===== src/pkg/pwr_mgmt_pkg.sv =====
package pwr_mgmt_pkg;

  localparam int addr_w = 4;
  localparam int data_w = 8;

  // register offsets
  localparam logic [3:0] ctrl_offs = 4'h0;
  localparam logic [3:0] status_offs = 4'h1;
  localparam logic [3:0] clear_offs = 4'h2;

  // control register field positions
  localparam int mode_lsb = 0;
  localparam int bsw_irq_en_pos = 3;
  localparam int blow_irq_en_pos = 4;
  localparam int bsw_tstamp_en_pos = 5;

  // status register field positions
  localparam int bsw_flag_pos = 0;
  localparam int blow_flag_pos = 1;
  localparam int on_battery_pos = 2;
  localparam int blow_det_pos = 3;
  localparam int pfail_det_pos = 4;

  // clear register: writing one here clears the battery-switch flag
  localparam int clr_bsw_pos = 0;

  localparam logic [2:0] mode_rst = 3'h0;
  localparam logic [data_w-1:0] ctrl_rst = 8'h00;

  typedef enum logic [1:0] {
    sw_standard = 2'b00,
    sw_direct = 2'b01,
    sw_disabled = 2'b10
  } switch_mode_t;

  typedef struct packed {
    logic vdd_below_bat;
    logic vdd_below_thr;
    logic bat_below_low;
  } cmp_t;

  typedef struct packed {
    logic [addr_w-1:0] addr;
    logic [data_w-1:0] wdata;
    logic wr;
    logic rd;
  } reg_req_t;

endpackage

===== src/hw/battery_power_management_ctrl.sv =====
`timescale 1ns/1ns
// How it works
// three-bit mode field resets to 000
// mode codes pick standard, direct or disabled
// battery low detect only codes 000, 011
// extra fail detect off for 010,101,111
// codes 110/111 always select main supply
// standard: battery when below battery and threshold
// direct: battery when below battery only
// main-to-battery transition sets switch flag
// switch interrupt only when its enable set
// timestamp capture pulse when enable set
// switch flag holds until host clears or a disabled mode code (110/111) is selected
// host inputs ignored while on battery
// host outputs high-impedance while on battery
// switch flag reads zero when disabled
// battery low sets low flag when active
// battery monitoring continues on battery
// low interrupt only when its enable set
// host cannot clear the battery-low flag
// low flag self-clears when battery recovers
// comparators double-synchronised, edge-triggered flag set
// interrupt is OR of gated requests
module battery_power_management_ctrl
  import pwr_mgmt_pkg::*;
(
  input wire logic clk,
  input wire logic reset,
  input wire cmp_t cmp_in,
  input wire reg_req_t req,
  output logic [data_w-1:0] rdata,
  output logic host_out_en,
  output logic backed_supply_out,
  output logic irq,
  output logic tstamp_capture,
  output logic power_fail_det_en,
  output logic switch_thr_mon_en
);

  typedef struct packed {
    cmp_t sync1;
    cmp_t sync2;
    logic [2:0] mode;
    logic bsw_irq_en;
    logic blow_irq_en;
    logic bsw_tstamp_en;
    logic on_battery;
    logic bsw_flag;
    logic blow_flag;
    logic blow_prev;
    logic [data_w-1:0] rdata;
    logic host_out_en;
    logic irq;
    logic tstamp;
    logic pfail_en;
    logic thr_en;
  } state_t;

  state_t state_ff;
  state_t nxt_state;

  switch_mode_t sw_mode;
  logic blow_active;
  logic pfail_active;
  logic fail_cond;
  logic to_battery;
  logic blow_rise;
  logic host_ok;
  logic [data_w-1:0] rd_val;

  always_comb begin
    unique case (state_ff.mode)
      3'h0, 3'h1, 3'h2: sw_mode = sw_standard;
      3'h3, 3'h4, 3'h5: sw_mode = sw_direct;
      3'h6, 3'h7: sw_mode = sw_disabled;
    endcase
  end

  assign blow_active = (state_ff.mode == 3'h0) || (state_ff.mode == 3'h3);
  assign pfail_active = !((state_ff.mode == 3'h2) || (state_ff.mode == 3'h5)
      || (state_ff.mode == 3'h7));

  always_comb begin
    unique case (sw_mode)
      sw_standard: fail_cond = state_ff.sync2.vdd_below_bat
          && state_ff.sync2.vdd_below_thr;
      sw_direct: fail_cond = state_ff.sync2.vdd_below_bat;
      default: fail_cond = 1'b0;
    endcase
  end

  // flags set on rising edge of the synchronised condition
  assign to_battery = fail_cond && !state_ff.on_battery;
  // low comparator watched regardless of supply source
  assign blow_rise = blow_active && state_ff.sync2.bat_below_low
      && !state_ff.blow_prev;
  // on battery the host port is dead, writes and reads alike
  assign host_ok = !state_ff.on_battery;

  always_comb begin
    rd_val = '0;
    unique case (req.addr)
      ctrl_offs: begin
        rd_val[mode_lsb +: 3] = state_ff.mode;
        rd_val[bsw_irq_en_pos] = state_ff.bsw_irq_en;
        rd_val[blow_irq_en_pos] = state_ff.blow_irq_en;
        rd_val[bsw_tstamp_en_pos] = state_ff.bsw_tstamp_en;
      end
      status_offs: begin
        rd_val[bsw_flag_pos] = state_ff.bsw_flag && (sw_mode != sw_disabled);
        rd_val[blow_flag_pos] = state_ff.blow_flag;
        rd_val[on_battery_pos] = state_ff.on_battery;
        rd_val[blow_det_pos] = blow_active;
        rd_val[pfail_det_pos] = pfail_active;
      end
      default: rd_val = '0;
    endcase
  end

  always_comb begin
    nxt_state = state_ff;
    nxt_state.sync1 = cmp_in;
    nxt_state.sync2 = state_ff.sync1;
    nxt_state.on_battery = fail_cond;
    nxt_state.blow_prev = blow_active && state_ff.sync2.bat_below_low;
    nxt_state.rdata = '0;
    if (req.rd && host_ok) begin
      nxt_state.rdata = rd_val;
    end
    if (req.wr && host_ok && req.addr == ctrl_offs) begin
      nxt_state.mode = req.wdata[mode_lsb +: 3];
      nxt_state.bsw_irq_en = req.wdata[bsw_irq_en_pos];
      nxt_state.blow_irq_en = req.wdata[blow_irq_en_pos];
      nxt_state.bsw_tstamp_en = req.wdata[bsw_tstamp_en_pos];
    end
    // no write path touches the low flag
    if (req.wr && host_ok && req.addr == clear_offs && req.wdata[clr_bsw_pos]) begin
      nxt_state.bsw_flag = 1'b0;
    end
    if (sw_mode == sw_disabled) begin
      nxt_state.bsw_flag = 1'b0;
    end else if (to_battery) begin
      nxt_state.bsw_flag = 1'b1;
    end
    if (blow_rise) begin
      nxt_state.blow_flag = 1'b1;
    end else if (!state_ff.sync2.bat_below_low || !blow_active) begin
      nxt_state.blow_flag = 1'b0;
    end
    nxt_state.tstamp = to_battery && state_ff.bsw_tstamp_en;
    nxt_state.irq = (nxt_state.bsw_flag && state_ff.bsw_irq_en)
        || (nxt_state.blow_flag && state_ff.blow_irq_en);
    nxt_state.host_out_en = !fail_cond;
    nxt_state.pfail_en = pfail_active && !fail_cond;
    // direct and disabled modes may power down threshold monitoring
    nxt_state.thr_en = (sw_mode == sw_standard);
  end

  always_ff @(posedge clk) begin
    if (reset) begin
      state_ff <= '0;
      state_ff.mode <= mode_rst;
      state_ff.host_out_en <= 1'b1;
      state_ff.pfail_en <= 1'b1;
      state_ff.thr_en <= 1'b1;
    end else begin
      state_ff <= nxt_state;
    end
  end

  assign rdata = state_ff.rdata;
  assign host_out_en = state_ff.host_out_en;
  assign backed_supply_out = state_ff.on_battery;
  assign irq = state_ff.irq;
  assign tstamp_capture = state_ff.tstamp;
  assign power_fail_det_en = state_ff.pfail_en;
  assign switch_thr_mon_en = state_ff.thr_en;

endmodule


===== config.mk =====
export PLATFORM = sky130hd
export DESIGN_NAME = battery_power_management_ctrl
export DESIGN_NICKNAME = d
export VERILOG_FILES = /design/src/pkg/pwr_mgmt_pkg.sv /design/src/hw/battery_power_management_ctrl.sv
export SDC_FILE = /design/constraint.sdc
export NUM_CORES = 1
export LEC_CHECK = 0
export ABC_AREA = 1
export BUFFER_PORTS_ARGS = -buffer_cell sky130_fd_sc_hd__buf_2
export CORE_AREA = 4 4 62 64
export CTS_CLUSTER_SIZE = 20
export DETAILED_ROUTE_END_ITERATION = 10
export DIE_AREA = 0 0 66 68
export PLACE_DENSITY = 0.6
export SLEW_MARGIN = 15
export SYNTH_ARGS = -nofsm -noshare
export SYNTH_HDL_FRONTEND = slang
export SYNTH_SLANG_ARGS = --single-unit

===== constraint.sdc =====
create_clock -name clk -period 1.15 [get_ports clk]
set_input_delay 0.1725 -clock clk [delete_from_list [all_inputs] [get_ports clk]]
set_output_delay 0.1725 -clock clk [all_outputs]
set_load 0.05 [all_outputs]

== Word level (Yosys, flattened, before mapping) ==
Memories as Yosys holds them, arrays and structs flattened. A register that Yosys moved wholly into a read port is not among the register bits.
Cells that the tools add are included.

* Equality and inequality tests: 9
* Multiplexer cells: 9
* Bitwise logic cells: 2
* Reductions and logical operators: 30

{| class="wikitable"
|+ Operator list
! kind !! number
|-
| $logic_and A1 B1 Y1 || 14
|-
| $pmux W5 S2 || 1
|-
| $eq A3 B2 Y1 const B || 2
|-
| $eq A3 B3 Y1 const B || 2
|-
| $logic_not A1 Y1 || 6
|-
| $mux W3 || 2
|-
| $logic_or A1 B1 Y1 || 5
|-
| $mux W1 || 5
|-
| $eq A4 B1 Y1 const B || 1
|-
| $eq A4 B2 Y1 const B || 1
|-
| $logic_not A4 Y1 || 1
|-
| $logic_not A3 Y1 || 1
|-
| $reduce_or A3 Y1 || 1
|-
| $eq A2 B1 Y1 const B || 1
|-
| $eq A2 B2 Y1 const B || 1
|-
| $logic_not A2 Y1 || 1
|-
| $ne A2 B2 Y1 const B || 1
|-
| $not A1 Y1 || 2
|-
| $pmux W1 S2 || 1
|-
| $reduce_or A2 Y1 || 1
|}

* Register bits after elaboration: 29
* Bits in read-only memories: 16
* Bits of input ports: 19
* Output and inout bits: 14
* Memories kept: 1

{| class="wikitable"
|+ Memories
! name !! words !! bits a word !! read ports !! clocked after Yosys merged registers in !! wr ports !! RTL line !! text
|-
| (no name shown) || 8 || 2 || 1 || 1 || 0 || battery_power_management_ctrl.sv:72 || <nowiki>unique case (state_ff.mode)</nowiki>
|}

== Depth between registers and ports, before layout ==
Gate-level depths: netlist of the first run.

* Word-level depth: 9
* Depth in mapped cells: 8
* Mapped depth without buffers: 8

== Worst setup path before layout of the first run ==
OpenSTA, ideal clock, no wires.

* Kind: reg2reg
* From: register state_ff (netlist bit backed_supply_out)
* To: register sw_mode[0] (netlist name)
* Setup time: 0.113 ns
* Data arrival time: 1.186 ns
* Setup slack: -0.150 ns
* Cell stages (with the launch flop): 8
* Buffers on the path: 0
* Cell sequence: dfxtp_1 nor2_4 inv_1 nor2_4 nand2_1 nand3_2 nand3_1 nand2_1

* Word-level cells in the longest chain between the ends: 5

{| class="wikitable"
|+ Ends and longest elaborated chain
! element !! RTL line !! text
|-
| from (decl) || battery_power_management_ctrl.sv:59 || <nowiki>state_t state_ff;</nowiki>
|-
| from (signal assigned) || battery_power_management_ctrl.sv:167 || <nowiki>state_ff <= nxt_state;</nowiki>
|-
| $logic_not A1 Y1 || battery_power_management_ctrl.sv:98 || <nowiki>assign host_ok = !state_ff.on_battery;</nowiki>
|-
| $logic_and A1 B1 Y1 (2 in series) || battery_power_management_ctrl.sv:130 || <nowiki>if (req.wr && host_ok && req.addr == ctrl_offs) begin</nowiki>
|-
| $mux W3 (no source line) (2 in series) || -- ||
|}

No other way between the ends.
A chain may end at the register's enable or synchronous reset.

== Worst setup path in the final report of the first run ==
* From: register state_ff (netlist bit backed_supply_out)
* To: register sw_mode[0] (netlist name)

* Word-level cells in the longest chain between the ends: 5

{| class="wikitable"
|+ Ends and longest elaborated chain
! element !! RTL line
|-
| $logic_not A1 Y1 || battery_power_management_ctrl.sv:98
|-
| $logic_and A1 B1 Y1 (2 in series) || battery_power_management_ctrl.sv:130
|-
| $mux W3 (no source line) (2 in series) || --
|}

No other way between the ends.

==> out/results.ini, run 1 <==
[timing]
clock.fmax_mhz = 916
fin_crit_ps = 1090
post-route-period-util_pct = 95.0
clock_skew_ps = 9.79
final.setup.worst_slack_ps = 58.0
rsz0062_at_grt = yes
drv_slew = 0
setup_viol = 0
hold_viol_final = 0
fin_tns_setup_ps = 0

[synth]
syn_inst = 139
synth_flop_cell = dfxtp_1
synth_area_sq_mm = 0.00116
ys_types = 23
ys_seq_area_share_pct = 50.2
yosysMostFrequentCell = dfxtp_1
yosysTopAreaCell = dfxtp_1
yosysTopAreaCellShare_pct = 50.2
yosys_warnings = 0
synth_common_cells = dfxtp_1, inv_1, nand2_1
synth-edff-count = 0
ys_ff_latch = 29
synthArstFlopShare_pct = 0
synth_area_leaders = dfxtp_1, inv_1, nand2_1
avgSynthCellArea_sq_um = 8.33

[drt]
first_iter_violations = 32
drt_drc_violations_left = 0
ant_nets = 0
detailroute.via_count = 922
via_per_inst = 4.25
postRouteWirelength_mm = 2.30
dr.pass1.iters = 4
wl_per_cell_microns = 10.6

[pwr]
power_leakage_nw = 0.637
ir_drop_uv = 547
comb_power_share_pct = 9.3
switching_share_pct = 24.8
clockPowerShare_pct = 32.0
p_int_mw = 1.32
switching_power_mw = 0.436
power_density_mw_per_mm2 = 1260
seqPwrFrac_pct = 58.7

[grt]
track_usage_pct = 11.9
grt_pass1_vias = 957
grt_start_max_net_pins = 11
antenna_found_initial = 0
overflow = 0
grt_first_pass_wirelength_mm = 3.93

[setup_path]
cp_data_arrival_time_ps = 1310
critPathMaxStageDelay_ps = 350
start_kind = flop
worst-setup-path-type = flop to flop
rrSetupSlack_ps = 60
cp_num_buf_inv = 0
critPathRequiredTime_ps = 1360
crit_top_cell = nand2_1
critPathMaxFanout = 5
cp-end-kind = flop
crit_chain = nor2_4 > nand3_4 > nand2_1 > nand3_2 > nand3_1 > nand2_1
crit_family = simple AND/OR/NAND/NOR gates
worst_path_max_delay_cell = dfxtp_2

[final_layout]
nNetsFinal = 189
drive_gt1_share_pct = 33.3
antenna_cells = 0
n_fill_cell = 348
multi_input_area_sq_um = 447
area_growth_pct = 20.4
seqCellArea_sq_um = 582
final_util_pct = 42.4

[clock_network]
cts_tree = built
htree_levels = 2
cts_max_path_buffers = 2
clk_latency_ps = 320
clockRootBuffer = clkbuf_4
cts.clk_slew.worst_paths_ps = 90
clock_sinks = 29
cts_buffers = 5

[die]
die_area_sq_mm = 0.00449
rows = 21
coreArea_sq_mm = 0.00328
die_h_microns = 68
start_util_pct = 35.2
die_x_microns = 66
pin_count = 33

[run]
maxCapViolCount = 0

[hold_path]
holdCritPathClass = input pin to flop

[status]
outcome = complete, no violations

[place]
place_ws_ps = 32.6
place.gp.congestion = 0.858
numPortBuffers = 28
hpwlAfterDp_mm = 1.79

area by class of cell:
| type | instances | area share [%] |
|---|---|---|
| timing repair buffer | 32 | 12.4 |
| clock buffer | 8 | 3.50 |
| sequential | 29 | 41.7 |
| inverter | 23 | 6.19 |
| tap | 46 | 4.13 |
| multi-input combinational | 79 | 32.0 |
state kept, by name (all words and copies together), names as in the netlist:
| name | flops |
|---|---|
| tstamp_capture | 1 |
| rdata | 6 |
| switch_thr_mon_en | 1 |
| backed_supply_out | 1 |
| host_out_en | 1 |
| irq | 1 |
| nxt_state | 3 |
| sw_mode | 2 |
| state_ff | 12 |
| power_fail_det_en | 1 |
cells by family (layout without fill, tap and decap cells):
| kind of cell | count (synthesis) | after routing | synth area share (%) |
|---|---|---|---|
| DFF | 29 | 29 | 50.2 |
| AOI/OAI and AO/OA | 15 | 15 | 6.70 |
| buffers and inverters | 33 | 63 | 14.1 |
| and+or+nand+nor | 61 | 62 | 28.8 |
| other | 1 | 2 | 0.324 |
cells in the final DEF (no fill, tap or decap):
| cell | instances |
|---|---|
| dfxtp_2 | 1 |
| nor4_4 | 1 |
| buf_2 | 27 |
| and3_1 | 1 |
| nor2_4 | 5 |
| clkbuf_4 | 5 |
| inv_1 | 23 |
| conb_1 | 2 |
| o211ai_1 | 1 |
| o21ai_1 | 2 |
| nor4_1 | 1 |
| nand4_1 | 2 |
| nand3_1 | 2 |
| nor2_1 | 15 |
| nor2_2 | 3 |
| clkbuf_1 | 3 |
| buf_4 | 5 |
| nand3_4 | 1 |
| nand3_2 | 3 |
| nand2_1 | 19 |
| o21ai_2 | 1 |
| o21ai_0 | 6 |
| nor3_1 | 4 |
| a21oi_1 | 5 |
| dfxtp_1 | 28 |
| nand2_2 | 5 |
worst register-to-register path, cell delays in order, from the launching register on:
cell,delay (ps)
dfxtp_2,350
nor2_4,160
nand3_4,130
nand2_1,110
nand3_2,100
nand3_1,100
nand2_1,40
repair_timing:
| action | in CTS | in global routing |
|---|---|---|
| pin swaps | 0 | 4 |
| resized for setup | 1 | 8 |
| hold buffers | 0 | 0 |
| buffers inserted | 0 | 2 |
| gates cloned | 0 | 1 |
| setup endpoints to repair | 1 | 5 |
routing by layer:
layer,part of all wire [%],track usage (%),vias up,routed length (microns)
li1,-,-,487,-
met3,6.4,5.58,5,148
met4,1.9,5.33,0,43
met2,49,21.0,22,1130
met1,43,12.0,408,983
met5,0,0,-,0
power groups by stage:
stage	clock network, mW	logic (mW)	registers, mW
finish	0.563	0.163	1.03
global route	0.651	0.181	1.04
CTS	0.591	0.156	1.03
detailed placement	0	0.155	1.06
global placement	0	0.151	1.05
floorplan	0	0.0989	1.06
through the flow:
stage	power, mW	hold slack [ps]	cells	area [sq um]
floorplan	1.16	279	140	1160
global placement	1.21	373	206	1300
detailed placement	1.21	378	206	1300
CTS	1.78	35.5	214	1350
global route	1.87	42.4	217	1390
finish	1.76	49.0	217	1390
worst paths after layout:
path	from	to	depth (start not counted)
worst max-delay path	backed_supply_out	sw_mode[0]	6
worst min-delay path	cmp_in[0]	nxt_state[23]	3
worst min register to register	nxt_state[24]	state_ff[24]	2
worst max register to register	backed_supply_out	sw_mode[0]	6
Note: power is estimated with default switching activity, not from simulation.
==> inputs of run 2 (changes only) <==
Settings changed: PLACE_DENSITY 0.6 to unset.
Clock period 1.15 ns to 1.32 ns, I/O delays scaled along.
==> run 2 against run 1 <==
Net effect: highest routed layer unchanged; largest cell class unchanged; largest power group unchanged; critical path depth fell by 5; core utilization fell by 1.7 points; cell area fell by 4.0%.
==> out/results.ini, run 2 (same netlist as run 1, synthesis figures left out) <==
[timing]
drv_slew = 0
clock.fmax_mhz = 836
post-route-period-util_pct = 90.7
clock_skew_ps = 6.35
rsz0062_at_grt = no
hold_ws_ps = 73.4
hold_viol_final = 0
setup_viol = 0
final.setup.worst_slack_ps = 123
fin_crit_ps = 1200
fin_tns_setup_ps = 0

[final_layout]
nNetsFinal = 185
area_growth_pct = 15.7
layout_common_cells = dfxtp_1, buf_2, inv_1
largest_register_ffs = 12
n_fill_cell = 344
mostFrequentLayoutCell = dfxtp_1
fin_area_sq_mm = 0.00134
fin_cells = 213
drive_gt1_share_pct = 28.1
final_util_pct = 40.8
top_register = state_ff
antenna_cells = 0

[place]
place.gp.congestion = 0.822
dp_cells = 205
hpwlAfterDp_mm = 1.71
numPortBuffers = 28
place_area_sq_mm = 0.00129
place_ws_ps = 171

[clock_network]
cts_buffers = 5
cts_tree = built
cts_max_path_buffers = 2
cts_setup_buffers = 0
cts.clk_slew.worst_paths_ps = 80
post_cts_resized = 0
htree_levels = 2
clockRootBuffer = clkbuf_4
hold_buffers = 0
clk_latency_ps = 320
clock_sinks = 29

[pwr]
ir_drop_uv = 469
p_int_mw = 1.15
power_leakage_nw = 0.622
switching_share_pct = 24.5
comb_power_share_pct = 8.7
seqPwrFrac_pct = 59.2
switching_power_mw = 0.371
clockPowerShare_pct = 32.1
total_power_mw = 1.52
power_density_mw_per_mm2 = 1130

[setup_path]
crit_chain = buf_2
r2r_end = sw_mode[0]
critPathRequiredTime_ps = 1120
cp-end-kind = output port
worstRegToRegCells = 5
crit_family = flip-flops
cp_num_buf_inv = 1
rrSetupSlack_ps = 180
critPathMaxStageDelay_ps = 390
worst-setup-path-type = flop to output port
r2r-start = backed_supply_out
worst_path_max_delay_cell = dfxtp_1
critPathMaxFanout = 3
start_kind = flop
cp_data_arrival_time_ps = 1000

[run]
maxCapViolCount = 0

[hold_path]
min_from = cmp_in[0]
min_path_cells = 3
holdCritPathClass = input pin to flop
hold_path_end = nxt_state[23]

[drt]
drt_drc_violations_left = 0
wl_per_cell_microns = 9.95
ant_nets = 0
detailroute.via_count = 892
via_per_inst = 4.19
postRouteWirelength_mm = 2.12
dr.pass1.iters = 4
first_iter_violations = 32

[die]
coreArea_sq_mm = 0.00328
die_x_microns = 66
die_area_sq_mm = 0.00449
start_util_pct = 35.2
rows = 21
die_h_microns = 68
pin_count = 33

[grt]
overflow = 0
track_usage_pct = 11.2
grt_pass1_vias = 910
grt_start_max_net_pins = 13
antenna_found_initial = 0
grt_first_pass_wirelength_mm = 3.67

[status]
outcome = complete, no violations

[run 2: cell types whose count changed in the layout (fill, tap and decap cells not counted), sizes merged]
cell	before	now
buf	32	29
nand3	6	5
[run 2: how the worst max path moves through the flow]
stage	cells after the start	startpoint	slack, ps	endpoint
after CTS	1	backed_supply_out	110	backed_supply_out
final	1	backed_supply_out	120	backed_supply_out
after detailed placement	6	req[11]	170	sw_mode[1]
after floorplan	7	backed_supply_out	20	sw_mode[0]
after global routing	1	backed_supply_out	80	backed_supply_out
after global placement	8	req[13]	200	sw_mode[0]
[run 2: area by class of cell]
type / count / area, sq um / area share (%)
timing repair buffer: 29 / 148 / 11.0
tap: 46 / 57.6 / 4.30
sequential: 29 / 581 / 43.4
clock buffer: 8 / 48.8 / 3.64
multi-input combinational: 78 / 418 / 31.2
inverter: 23 / 86.3 / 6.45
[run 2: power by group through the flow]
stage	clock network, mW	registers [mW]	logic (mW)
floorplan	0	0.925	0.0861
global placement	0	0.919	0.130
detailed placement	0	0.919	0.133
CTS	0.499	0.899	0.134
global route	0.549	0.901	0.147
finish	0.488	0.898	0.132
[run 2: layer usage]
metal / GRT usage (%) / up-vias / part of all wire (%)
met3: 5.75 / 8 / 9.1
li1: - / 475 / -
met1: 11.3 / 384 / 44
met4: 7.87 / 0 / 3.8
met5: 0 / - / 0
met2: 18.0 / 25 / 43
